## src/sdcp_pkg.sv

```systemverilog
// package for the dram command protocol core
// shared by the device-side command decoder; no registers, one clock
package sdcp_pkg;
  localparam int          NUM_BANKS    = 8;
  localparam int          BANK_W       = 3;
  localparam int          ROW_W        = 15;
  localparam int          COL_W        = 10;
  localparam int          DQ_W         = 8;
  localparam int          BEAT_W       = 3;
  localparam int          BIT_AP       = 10;
  localparam int          BIT_BC       = 12;
  localparam int          CLK_PERIOD_NS = 8;
  // calibration windows in clock cycles
  localparam int          ZQCS_CYCLES  = 64;
  localparam int          ZQINIT_CYCLES = 512;
  localparam int          ZQOPER_CYCLES = 256;
  // core timing windows in ns, converted to cycles rounded up
  localparam int          TRP_NS       = 15;
  localparam int          TRFC_NS      = 160;
  localparam int          TRP_CYC      = (TRP_NS + CLK_PERIOD_NS - 1) /
                                         CLK_PERIOD_NS;
  localparam int          TRFC_CYC     = (TRFC_NS + CLK_PERIOD_NS - 1) /
                                         CLK_PERIOD_NS;
  localparam int          CNT_W        = 10;
  localparam logic [3:0]  BURST_FULL   = 4'h8;
  localparam logic [3:0]  BURST_CHOP   = 4'h4;

  typedef enum logic [2:0] {
    SDCP_CMD_NOP, SDCP_CMD_ACT, SDCP_CMD_RD, SDCP_CMD_WR,
    SDCP_CMD_PRE, SDCP_CMD_REF, SDCP_CMD_ZQ, SDCP_CMD_OTHER
  } sdcp_cmd_t;

  // pins sampled at the rising clock edge
  typedef struct packed {
    logic              cke;
    logic              cs_n;
    logic              ras_n;
    logic              cas_n;
    logic              we_n;
    logic [BANK_W-1:0] ba;
    logic [ROW_W-1:0]  addr;
  } sdcp_ca_t;

  // write data beat with its mask
  typedef struct packed {
    logic            valid;
    logic            dm;
    logic [DQ_W-1:0] dq;
  } sdcp_wbeat_t;

  // one array access issued to storage
  typedef struct packed {
    logic              we;
    logic [BANK_W-1:0] bank;
    logic [ROW_W-1:0]  row;
    logic [COL_W-1:0]  col;
    logic [DQ_W-1:0]   data;
  } sdcp_acc_t;
endpackage

```

## src/sdcp_core.sv

```systemverilog
// device-side command decoder: bank state, bursts, refresh, calibration
// assumes a controller driving sampled command pins on i_clk_sys
`timescale 1ns/10ps
`default_nettype none
module sdcp_core
  import sdcp_pkg::*;
(
  input  wire logic                     i_clk_sys,
  input  wire logic                     i_resetn,
  input  wire sdcp_pkg::sdcp_ca_t       i_ca,
  input  wire sdcp_pkg::sdcp_wbeat_t    i_wbeat,
  input  wire logic                     i_otf_en,
  input  wire logic                     i_init_done,
  output logic [sdcp_pkg::NUM_BANKS-1:0] o_bank_open,
  output logic                          o_burst_busy,
  output sdcp_pkg::sdcp_acc_t           o_acc,
  output logic                          o_acc_valid,
  output logic                          o_illegal,
  output logic                          o_refresh_busy,
  output logic [sdcp_pkg::ROW_W-1:0]    o_refresh_row,
  output logic                          o_zq_busy,
  output logic                          o_zq_update
);
  import sdcp_pkg::*;

  // decode on the rising edge; cke low blocks all commands
  sdcp_cmd_t cmd;
  always_comb begin
    cmd = SDCP_CMD_NOP;
    if (i_ca.cke && !i_ca.cs_n) begin
      case ({i_ca.ras_n, i_ca.cas_n, i_ca.we_n})
        3'h3:    cmd = SDCP_CMD_ACT;
        3'h5:    cmd = SDCP_CMD_RD;
        3'h4:    cmd = SDCP_CMD_WR;
        3'h2:    cmd = SDCP_CMD_PRE;
        3'h1:    cmd = SDCP_CMD_REF;
        3'h6:    cmd = SDCP_CMD_ZQ;
        3'h7:    cmd = SDCP_CMD_NOP;
        default: cmd = SDCP_CMD_OTHER;
      endcase
    end
  end

  logic [NUM_BANKS-1:0]  open_ff,   nxt_open;
  logic [ROW_W-1:0]      row_ff     [NUM_BANKS];
  logic [ROW_W-1:0]      nxt_row    [NUM_BANKS];
  logic [CNT_W-1:0]      trp_ff     [NUM_BANKS];
  logic [CNT_W-1:0]      nxt_trp    [NUM_BANKS];
  logic                  bact_ff,   nxt_bact;
  logic                  bwe_ff,    nxt_bwe;
  logic                  bap_ff,    nxt_bap;
  logic [BANK_W-1:0]     bbank_ff,  nxt_bbank;
  logic [COL_W-1:0]      bcol_ff,   nxt_bcol;
  logic [3:0]            blen_ff,   nxt_blen;
  logic [3:0]            bcnt_ff,   nxt_bcnt;
  logic [CNT_W-1:0]      rfc_ff,    nxt_rfc;
  logic [ROW_W-1:0]      rrow_ff,   nxt_rrow;
  logic [CNT_W-1:0]      zq_ff,     nxt_zq;
  logic                  zqup_ff,   nxt_zqup;
  logic                  ill_ff,    nxt_ill;
  sdcp_acc_t             acc_ff,    nxt_acc;
  logic                  accv_ff,   nxt_accv;

  logic [BANK_W-1:0] ba;
  logic [3:0]        beat;
  assign ba = i_ca.ba;
  assign beat = bcnt_ff;

  always_comb begin
    nxt_open  = open_ff;
    nxt_row   = row_ff;
    nxt_trp   = trp_ff;
    nxt_bact  = bact_ff;
    nxt_bwe   = bwe_ff;
    nxt_bap   = bap_ff;
    nxt_bbank = bbank_ff;
    nxt_bcol  = bcol_ff;
    nxt_blen  = blen_ff;
    nxt_bcnt  = bcnt_ff;
    nxt_rfc   = rfc_ff;
    nxt_rrow  = rrow_ff;
    nxt_zq    = zq_ff;
    nxt_zqup  = 1'b0;
    nxt_ill   = 1'b0;
    nxt_acc   = acc_ff;
    nxt_accv  = 1'b0;
    for (int b = 0; b < NUM_BANKS; b++) begin
      if (trp_ff[b] != '0)
        nxt_trp[b] = trp_ff[b] - 1'b1;
    end
    if (rfc_ff != '0)
      nxt_rfc = rfc_ff - 1'b1;
    // calibration engine, then result handoff to the drivers
    if (zq_ff != '0) begin
      nxt_zq = zq_ff - 1'b1;
      if (zq_ff == 1) nxt_zqup = 1'b1;
    end
    // burst in progress always runs out; nothing truncates it
    if (bact_ff) begin
      nxt_acc.we   = bwe_ff;
      nxt_acc.bank = bbank_ff;
      nxt_acc.row  = row_ff[bbank_ff];
      // wrap inside the chop or full burst from the start column
      nxt_acc.col  = {bcol_ff[COL_W-1:3], bcol_ff[2:0] + beat[2:0]};
      if (blen_ff == BURST_CHOP)
        nxt_acc.col[2] = bcol_ff[2];
      nxt_acc.data = i_wbeat.dq;
      // masked beat stores nothing
      nxt_accv = !(bwe_ff && (i_wbeat.dm || !i_wbeat.valid));
      nxt_bcnt = bcnt_ff + 1'b1;
      if (bcnt_ff == blen_ff - 1'b1) begin
        nxt_bact = 1'b0;
        if (bap_ff) begin
          // auto precharge closes the row at burst end
          nxt_open[bbank_ff] = 1'b0;
          nxt_trp[bbank_ff]  = CNT_W'(TRP_CYC);
        end
      end
    end
    if (rfc_ff != '0 && cmd != SDCP_CMD_NOP) begin
      nxt_ill = 1'b1;
    end else begin
      case (cmd)
        SDCP_CMD_ACT: begin
          // second activate or early activate is flagged
          if (open_ff[ba] || trp_ff[ba] != '0) begin
            nxt_ill = 1'b1;
          end else begin
            nxt_open[ba] = 1'b1;
            nxt_row[ba]  = i_ca.addr;
          end
        end
        SDCP_CMD_RD, SDCP_CMD_WR: begin
          // closed bank, or a burst with beats left after this cycle, is refused
          if (!open_ff[ba] || (bact_ff && nxt_bact)) begin
            nxt_ill = 1'b1;
          end else begin
            nxt_bact  = 1'b1;
            nxt_bwe   = (cmd == SDCP_CMD_WR);
            nxt_bap   = i_ca.addr[BIT_AP];
            nxt_bbank = ba;
            nxt_bcol  = i_ca.addr[COL_W-1:0];
            nxt_bcnt  = '0;
            // on-the-fly chop select
            nxt_blen  = (i_otf_en && !i_ca.addr[BIT_BC]) ?
                        BURST_CHOP : BURST_FULL;
          end
        end
        SDCP_CMD_PRE: begin
          for (int b = 0; b < NUM_BANKS; b++) begin
            // all banks on bit ten, else only the named bank
            if (i_ca.addr[BIT_AP] || ba == BANK_W'(b)) begin
              nxt_open[b] = 1'b0;
              // idle bank: no-op, timing restarts anyway
              nxt_trp[b]  = CNT_W'(TRP_CYC);
            end
          end
        end
        SDCP_CMD_REF: begin
          if (open_ff != '0) begin
            nxt_ill = 1'b1;
          end else begin
            // internal row counter, address ignored
            nxt_rfc  = CNT_W'(TRFC_CYC);
            nxt_rrow = rrow_ff + 1'b1;
          end
        end
        SDCP_CMD_ZQ: begin
          if (zq_ff == '0) begin
            // long vs short window by bit ten
            if (!i_ca.addr[BIT_AP])
              nxt_zq = CNT_W'(ZQCS_CYCLES);
            else if (i_init_done)
              nxt_zq = CNT_W'(ZQOPER_CYCLES);
            else
              nxt_zq = CNT_W'(ZQINIT_CYCLES);
          end else begin
            nxt_ill = 1'b1;
          end
        end
        SDCP_CMD_OTHER: nxt_ill = 1'b0;
        default:        nxt_ill = 1'b0;
      endcase
    end
  end

  always_ff @(posedge i_clk_sys or negedge i_resetn) begin
    if (!i_resetn) begin
      open_ff  <= '0;
      bact_ff  <= 1'b0;
      bwe_ff   <= 1'b0;
      bap_ff   <= 1'b0;
      bbank_ff <= '0;
      bcol_ff  <= '0;
      blen_ff  <= BURST_FULL;
      bcnt_ff  <= '0;
      rfc_ff   <= '0;
      rrow_ff  <= '0;
      zq_ff    <= '0;
      zqup_ff  <= 1'b0;
      ill_ff   <= 1'b0;
      acc_ff   <= '0;
      accv_ff  <= 1'b0;
      for (int b = 0; b < NUM_BANKS; b++) begin
        row_ff[b] <= '0;
        trp_ff[b] <= '0;
      end
    end else begin
      open_ff  <= nxt_open;
      bact_ff  <= nxt_bact;
      bwe_ff   <= nxt_bwe;
      bap_ff   <= nxt_bap;
      bbank_ff <= nxt_bbank;
      bcol_ff  <= nxt_bcol;
      blen_ff  <= nxt_blen;
      bcnt_ff  <= nxt_bcnt;
      rfc_ff   <= nxt_rfc;
      rrow_ff  <= nxt_rrow;
      zq_ff    <= nxt_zq;
      zqup_ff  <= nxt_zqup;
      ill_ff   <= nxt_ill;
      acc_ff   <= nxt_acc;
      accv_ff  <= nxt_accv;
      for (int b = 0; b < NUM_BANKS; b++) begin
        row_ff[b] <= nxt_row[b];
        trp_ff[b] <= nxt_trp[b];
      end
    end
  end

  assign o_bank_open    = open_ff;
  assign o_burst_busy   = bact_ff;
  assign o_acc          = acc_ff;
  assign o_acc_valid    = accv_ff;
  assign o_illegal      = ill_ff;
  assign o_refresh_busy = (rfc_ff != '0);
  assign o_refresh_row  = rrow_ff;
  assign o_zq_busy      = (zq_ff != '0);
  assign o_zq_update    = zqup_ff;
endmodule
`default_nettype wire

```

## config.mk

```make
export PLATFORM = sky130hd
export DESIGN_NAME = sdcp_core
export DESIGN_NICKNAME = d
export VERILOG_FILES = /design/src/sdcp_pkg.sv /design/src/sdcp_core.sv
export SDC_FILE = /design/constraint.sdc
export NUM_CORES = 1
export LEC_CHECK = 0
export ABC_AREA = 1
export CAP_MARGIN = 20
export CORE_MARGIN = 10
export CORE_UTILIZATION = 50
export CTS_BUF_LIST = sky130_fd_sc_hd__clkbuf_16
export DETAILED_ROUTE_END_ITERATION = 10
export DONT_BUFFER_PORTS = 1
export GPL_TIMING_DRIVEN = 0
export PLACE_DENSITY = 0.68
export SLEW_MARGIN = 20
export SYNTH_ARGS = -nofsm -noshare
export SYNTH_HDL_FRONTEND = slang
export SYNTH_SLANG_ARGS = --single-unit
```

## constraint.sdc

```tcl
create_clock -name i_clk_sys -period 1.84 [get_ports i_clk_sys]
set_clock_uncertainty 0.1 [all_clocks]
set_input_delay 0.368 -clock i_clk_sys [delete_from_list [all_inputs] [get_ports i_clk_sys]]
set_output_delay 0.368 -clock i_clk_sys [all_outputs]
set_load 0.01 [all_outputs]
```

Word level (Yosys, flattened, before mapping)
Index checks and enable logic that the tools add are counted.
{ "classes": {"magnitude_cmp": 8, "n_reduce_logical": 44, "mux": 84, "n_addsub": 14, "n_bitwise": 12, "eq_ne": 23} }
{ "ops": {"columns": ["cell", "count"], "rows": [
  ["two-way mux 80 bit", 5],
  ["two-way mux 10 bit", 29],
  ["bitwise mux 120 bit", 1],
  ["nonzero test 10 bit", 11],
  ["subtractor 10 x 1 -> 10 bit, second input constant", 10],
  ["AND 72 bit", 1],
  ["NOT 72 bit", 1],
  ["binary-select mux 15 bit (select 3 bit)", 1],
  ["demux 15 bit (select 3 bit)", 1],
  ["two-way mux 15 bit", 3],
  ["two-way mux 8 bit", 5],
  ["== test 3 bit, second input constant", 11],
  ["binary-select mux 10 bit (select 3 bit)", 1],
  ["demux 10 bit (select 3 bit)", 1],
  ["two-way mux 1 bit", 25],
  ["one-hot mux 3 bit (7 select lines)", 1],
  ["two-way mux 4 bit", 5],
  ["== test 3 x 2 -> 1 bit, second input constant", 6],
  ["bitwise OR 8 bit", 2],
  ["one-hot mux 8 bit (2 select lines)", 1],
  ["adder 15 x 1 -> 15 bit, second input constant", 1],
  ["logical OR 1 bit", 11],
  ["== test 10 x 1 -> 1 bit, second input constant", 1],
  ["zero test 10 bit", 1],
  ["other kinds (25)", 50]
]} }
{ "totals": {"wordCells": 220, "ff_bits": 307, "out_inout_bits": 66} }

Depth between registers and ports, before layout
{ "logic_depth": {"depth_word": 13, "depth_mapped": 14, "depth_no_buf": 14} }

Worst setup path after synthesis
No wires, ideal clock.
{ "synth_path": {"kind": "reg-to-reg", "start": "register blen_ff[3]", "end": "register trp_ff[66] in the netlist's numbering", "path_stages_with_launch": 11, "synth_period_minus_slack_ps": 2024, "slack_ps": -184, "path_buffers": 0, "arrival_ps": 1769, "cell_sequence": "dfstp_2 inv_1 ha_1 inv_1 nor2_1 nor2_1 nand2_1 nor4_1 nand2_1 nand2_1 nor3_1"} }
{ "synth_lines": {"columns": ["element", "line", "text"], "rows": [
  ["from (decl)", "sdcp_core.sv:54", "logic [3:0] blen_ff, nxt_blen;"],
  ["from (signal assigned)", "sdcp_core.sv:215", "blen_ff <= nxt_blen;"],
  ["to (signal, indexed assignment)", "sdcp_core.sv:226", "trp_ff[b] <= nxt_trp[b];"],
  ["to (decl)", "sdcp_core.sv:47", "logic [CNT_W-1:0] trp_ff [NUM_BANKS];"]
]} }

Worst setup path after layout
{ "layout_path": {"start": "register trp_ff[17] in the netlist's numbering", "end": "register row_ff[94] in the netlist's numbering"} }
{ "layout_via": {"elab_chain_cells": 7} }
{ "layout_rtl": {"columns": ["element", "line", "text"], "rows": [
  ["binary-select mux 10 bit (select 3 bit)", "sdcp_core.sv:126", "if (open_ff[ba] || trp_ff[ba] != '0) begin"],
  ["two-way mux 10 bit (implied by the code) (2 in series)", "sdcp_core.sv:126", null],
  ["nonzero test 10 bit", "sdcp_core.sv:126", null],
  ["logical OR 1 bit", "sdcp_core.sv:126", null],
  ["NOT 1 bit (no line)", null, null],
  ["AND reduction 3 bit (no line)", null, null],
  ["to (signal, indexed assignment)", "sdcp_core.sv:225", "row_ff[b] <= nxt_row[b];"],
  ["to (decl)", "sdcp_core.sv:45", "logic [ROW_W-1:0] row_ff [NUM_BANKS];"]
]} }
No other way between the ends. The select of a mux whose other input is x is not followed.
A chain may end at the register's enable or synchronous reset.

==> results.py <==
metrics = {
    "status": {
        "status": "finished, violations left",
        "violations": "hold timing, setup timing",
    },
    "timing": {
        "finalCritPeriodShare": 1.24,
        "max_freq_mhz": 438,
        "report.final.slew_viol_count": 0,
        "slew_headroom": 0.318,
        "worst_hold_slack_ps": -549,
        "worstMarginPinSlew_ps": 1020,
        "hold_viol": 305,
        "setup_slack_ps": -444,
        "rsz0062_at_grt": "true",
        "setup_violations": 255,
        "fin_crit_ps": 2280,
    },
    "die": {
        "die_width_um": 195,
        "die_area_um2": 38100,
        "rows": 64,
        "die_h_um": 195,
        "ioPinCount": 103,
        "core_um2": 30400,
        "initial_core_util": 0.504,
    },
    "clocking": {
        "cts_root_buf": "clkbuf_16",
        "clk_latency_ps": 540,
        "tritoncts_num_sinks": 305,
        "clkTransAtPathRegs_ps": 60,
        "cts_tree": "built",
        "ctsHoldBuffers": 13,
        "clockBufferDepth": 3,
        "numCtsBuffers": 34,
        "htreeDepth": 2,
    },
    "cells_and_area": {
        "multi_input_area_um2": 7860,
        "area_growth_pct": 30.5,
        "nets": 2083,
        "drive_above_1_share": 0.257,
        "seq_area_um2": 7640,
        "final_util": 0.657,
        "nFillCells": 2277,
        "finalNonFillerCells": 2449,
    },
    "placed_design": {
        "port_buffers": 0,
        "hpwlAfterDp_mm": 30.1,
        "post-place-ws_ps": -596,
        "dp_cells": 2251,
        "gp_congestion": 0.867,
    },
    "logic_synthesis": {
        "syn_area_per_cell_um2": 8.26,
        "synth_enable_flop_cells": 0,
        "syn_nets": 1909,
        "ys_warn_count": 0,
        "synth_top_cell_by_area": "dfrtp_1",
        "yosys-top-cells-count": "nand2_1, dfrtp_1, nor2_1, nand4_1, inv_1",
        "synthCells": 1855,
        "synth.cell_area_um2": 15300,
        "synth.most_common_cell": "nand2_1",
        "synth.area.top_cells": "dfrtp_1, nand2_1, nand4_1",
        "ys.flop_type": "dfrtp_1",
        "ys_types": 48,
        "ys_ff_latch": 305,
        "async_reset_ff_frac": 1.00,
        "ys_seq_area_frac": 0.498,
        "yosys.area.top_type_share": 0.496,
    },
    "grt": {
        "grt_pass1_vias": 13888,
        "grt_use_met1": 0.298,
        "grtUsageMet3": 0.0625,
        "gr-usage-met2": 0.385,
        "top_usage_layer": "met2",
        "gr-usage-all-layers": 0.239,
        "grt_max_degree": 306,
        "grt_antenna_before_repair": 2,
        "grt_pass1_wl_mm": 74.6,
        "overflow": 0,
    },
    "power_and_ir_drop": {
        "design_power_total_mw": 26.0,
        "powerDensity_nw_per_um2": 1300,
        "ir_drop_mv": 0.615,
        "p_leak_nw": 9.64,
    },
    "setup_path": {
        "critPathTopFamily": "simple AND/OR/NAND/NOR gates",
        "path_cells": "nor2_4 -> nand3_1 -> nor2_2 -> nor2_1 -> nor2_1 -> nand2_2 -> a21oi_4 -> buf_6 -> buf_6 -> nand4_1 -> nand2_1",
        "critPathSlowestCell": "dfrtp_1",
        "path_class": "reg -> reg",
        "crit_path_max_incr_delay_ps": 430,
        "endpoint_kind": "flip-flop",
        "critPathMaxFanout": 10,
        "worst-path-buf-inv": 2,
        "cp.arrival_ps": 2630,
        "required_ps": 2190,
        "crit_path_start_kind": "flip-flop",
    },
    "flow_run": {
        "maxCapViolations": 0,
    },
    "hold_path": {
        "min_path_type": "in -> async",
    },
    "routing": {
        "drcViolationCount": 0,
        "drtIter0Drc": 1675,
        "routed_wl_mm": 51.2,
        "ant_nets": 0,
        "routed_via_density": 5.93,
        "via_count": 14513,
        "wl_per_cell_um": 20.9,
        "drtPass1Iterations": 6,
    },
}
==> kinds of logic after synthesis <==
kind of cell    after synthesis  synth area share
xor+xnor                     63            0.0360
simple gates               1076             0.315
flops                       305             0.498
buf+inv                     223            0.0689
compound gates              171            0.0677
fa+ha+maj                    17            0.0144
==> layout by cell type, fill, tap and decap left out, types with 13 or more instances in the layout <==
master           n
xor2_1          48
buf_6           54
inv_1          124
nand3_1         60
ha_1            13
nor2_4          17
nand2_1        463
o22ai_1         16
nor2_1         123
nand4_1        145
a22o_1          15
nor3_2          17
a31oi_1         17
nor2_2          49
buf_8           18
clkbuf_1        24
a21oi_1         46
nand2_4         26
nor3_1          39
nand2_2         97
clkbuf_2        13
o21ai_0         26
clkbuf_16       52
xnor2_1         15
dlygate4sd3_1   13
buf_4           61
dfrtp_1        298
==> flip-flops by register name, indices dropped and copies added (netlist names) <==
| name | cells |
|---|---|
| bbank_ff | 3 |
| zq_ff | 10 |
| bcol_ff | 10 |
| o_acc_valid | 1 |
| bap_ff | 1 |
| blen_ff | 2 |
| o_refresh_row | 15 |
| bcnt_ff | 4 |
| bwe_ff | 1 |
| trp_ff | 80 |
| row_ff | 120 |
| o_burst_busy | 1 |
| o_zq_update | 1 |
| o_illegal | 1 |
| rfc_ff | 10 |
| o_acc | 37 |
| o_bank_open | 8 |
==> routing by layer <==
metal / vias up / share of wire
met2: 731 / 0.47
met5: - / 0
li1: 6513 / -
met3: 173 / 0.10
met4: 0 / 0.045
met1: 7096 / 0.38
==> what timing repair did <==
action                     in CTS  in global routing
gates resized for setup       262                231
hold endpoints to repair      318                305
setup endpoints to repair     277                292
pin swaps                      52                153
setup buffers                  54                 39
gates cloned                   19                 16
==> worst register-to-register path: cells and delay by family, from the launching register on <==
kind | cells | cell delay [ps]
compound gates | 1 | 310
buf+inv | 2 | 400
flops | 1 | 430
simple gates | 8 | 990
==> path summary, 6_finish.rpt <==
kind	slack (ps)	to	cells after the start	from
worst max-delay path	-440	row_ff[94]	11	trp_ff[17]
worst min-delay path	-550	zq_ff[4]	0	i_resetn
worst max register to register	-440	row_ff[94]	11	trp_ff[17]
worst min register to register	370	bcol_ff[8]	2	bcol_ff[8]
max in group asynchronous	1570	row_ff[41]	0	i_resetn
min in group i_clk_sys	50	o_illegal	3	i_ca[19]
==> per-stage QoR <==
stage | hold WS, ps | cell area, µm² | TNS [ps]
finish | -549 | 20000 | -77540
global route | -564 | 20000 | -94260
CTS | -550 | 18700 | -61040
detailed placement | -16.2 | 15900 | -104210
global placement | -16.2 | 15900 | -97530
floorplan | -27.6 | 15400 | -4250
==> cell type report <==
type	instances	share of cell area
Antenna cell	2	0.000250
Inverter	132	0.0263
Tap cell	396	0.0248
Clock buffer	37	0.0463
Multi-Input combinational cell	1333	0.393
Timing Repair Buffer	132	0.0777
Clock inverter	21	0.00669
Buffer	91	0.0434
Sequential cell	305	0.382
==> power breakdown <==
part / internal [mW] / switching, mW / leakage, nW
sequential: 8.51 / 2.04 / 3.95
clock: 3.87 / 2.75 / 0.564
combinational: 3.71 / 5.15 / 5.12
total: 16.1 / 9.94 / 9.64
No activity file was read; power rests on OpenSTA's default activity.
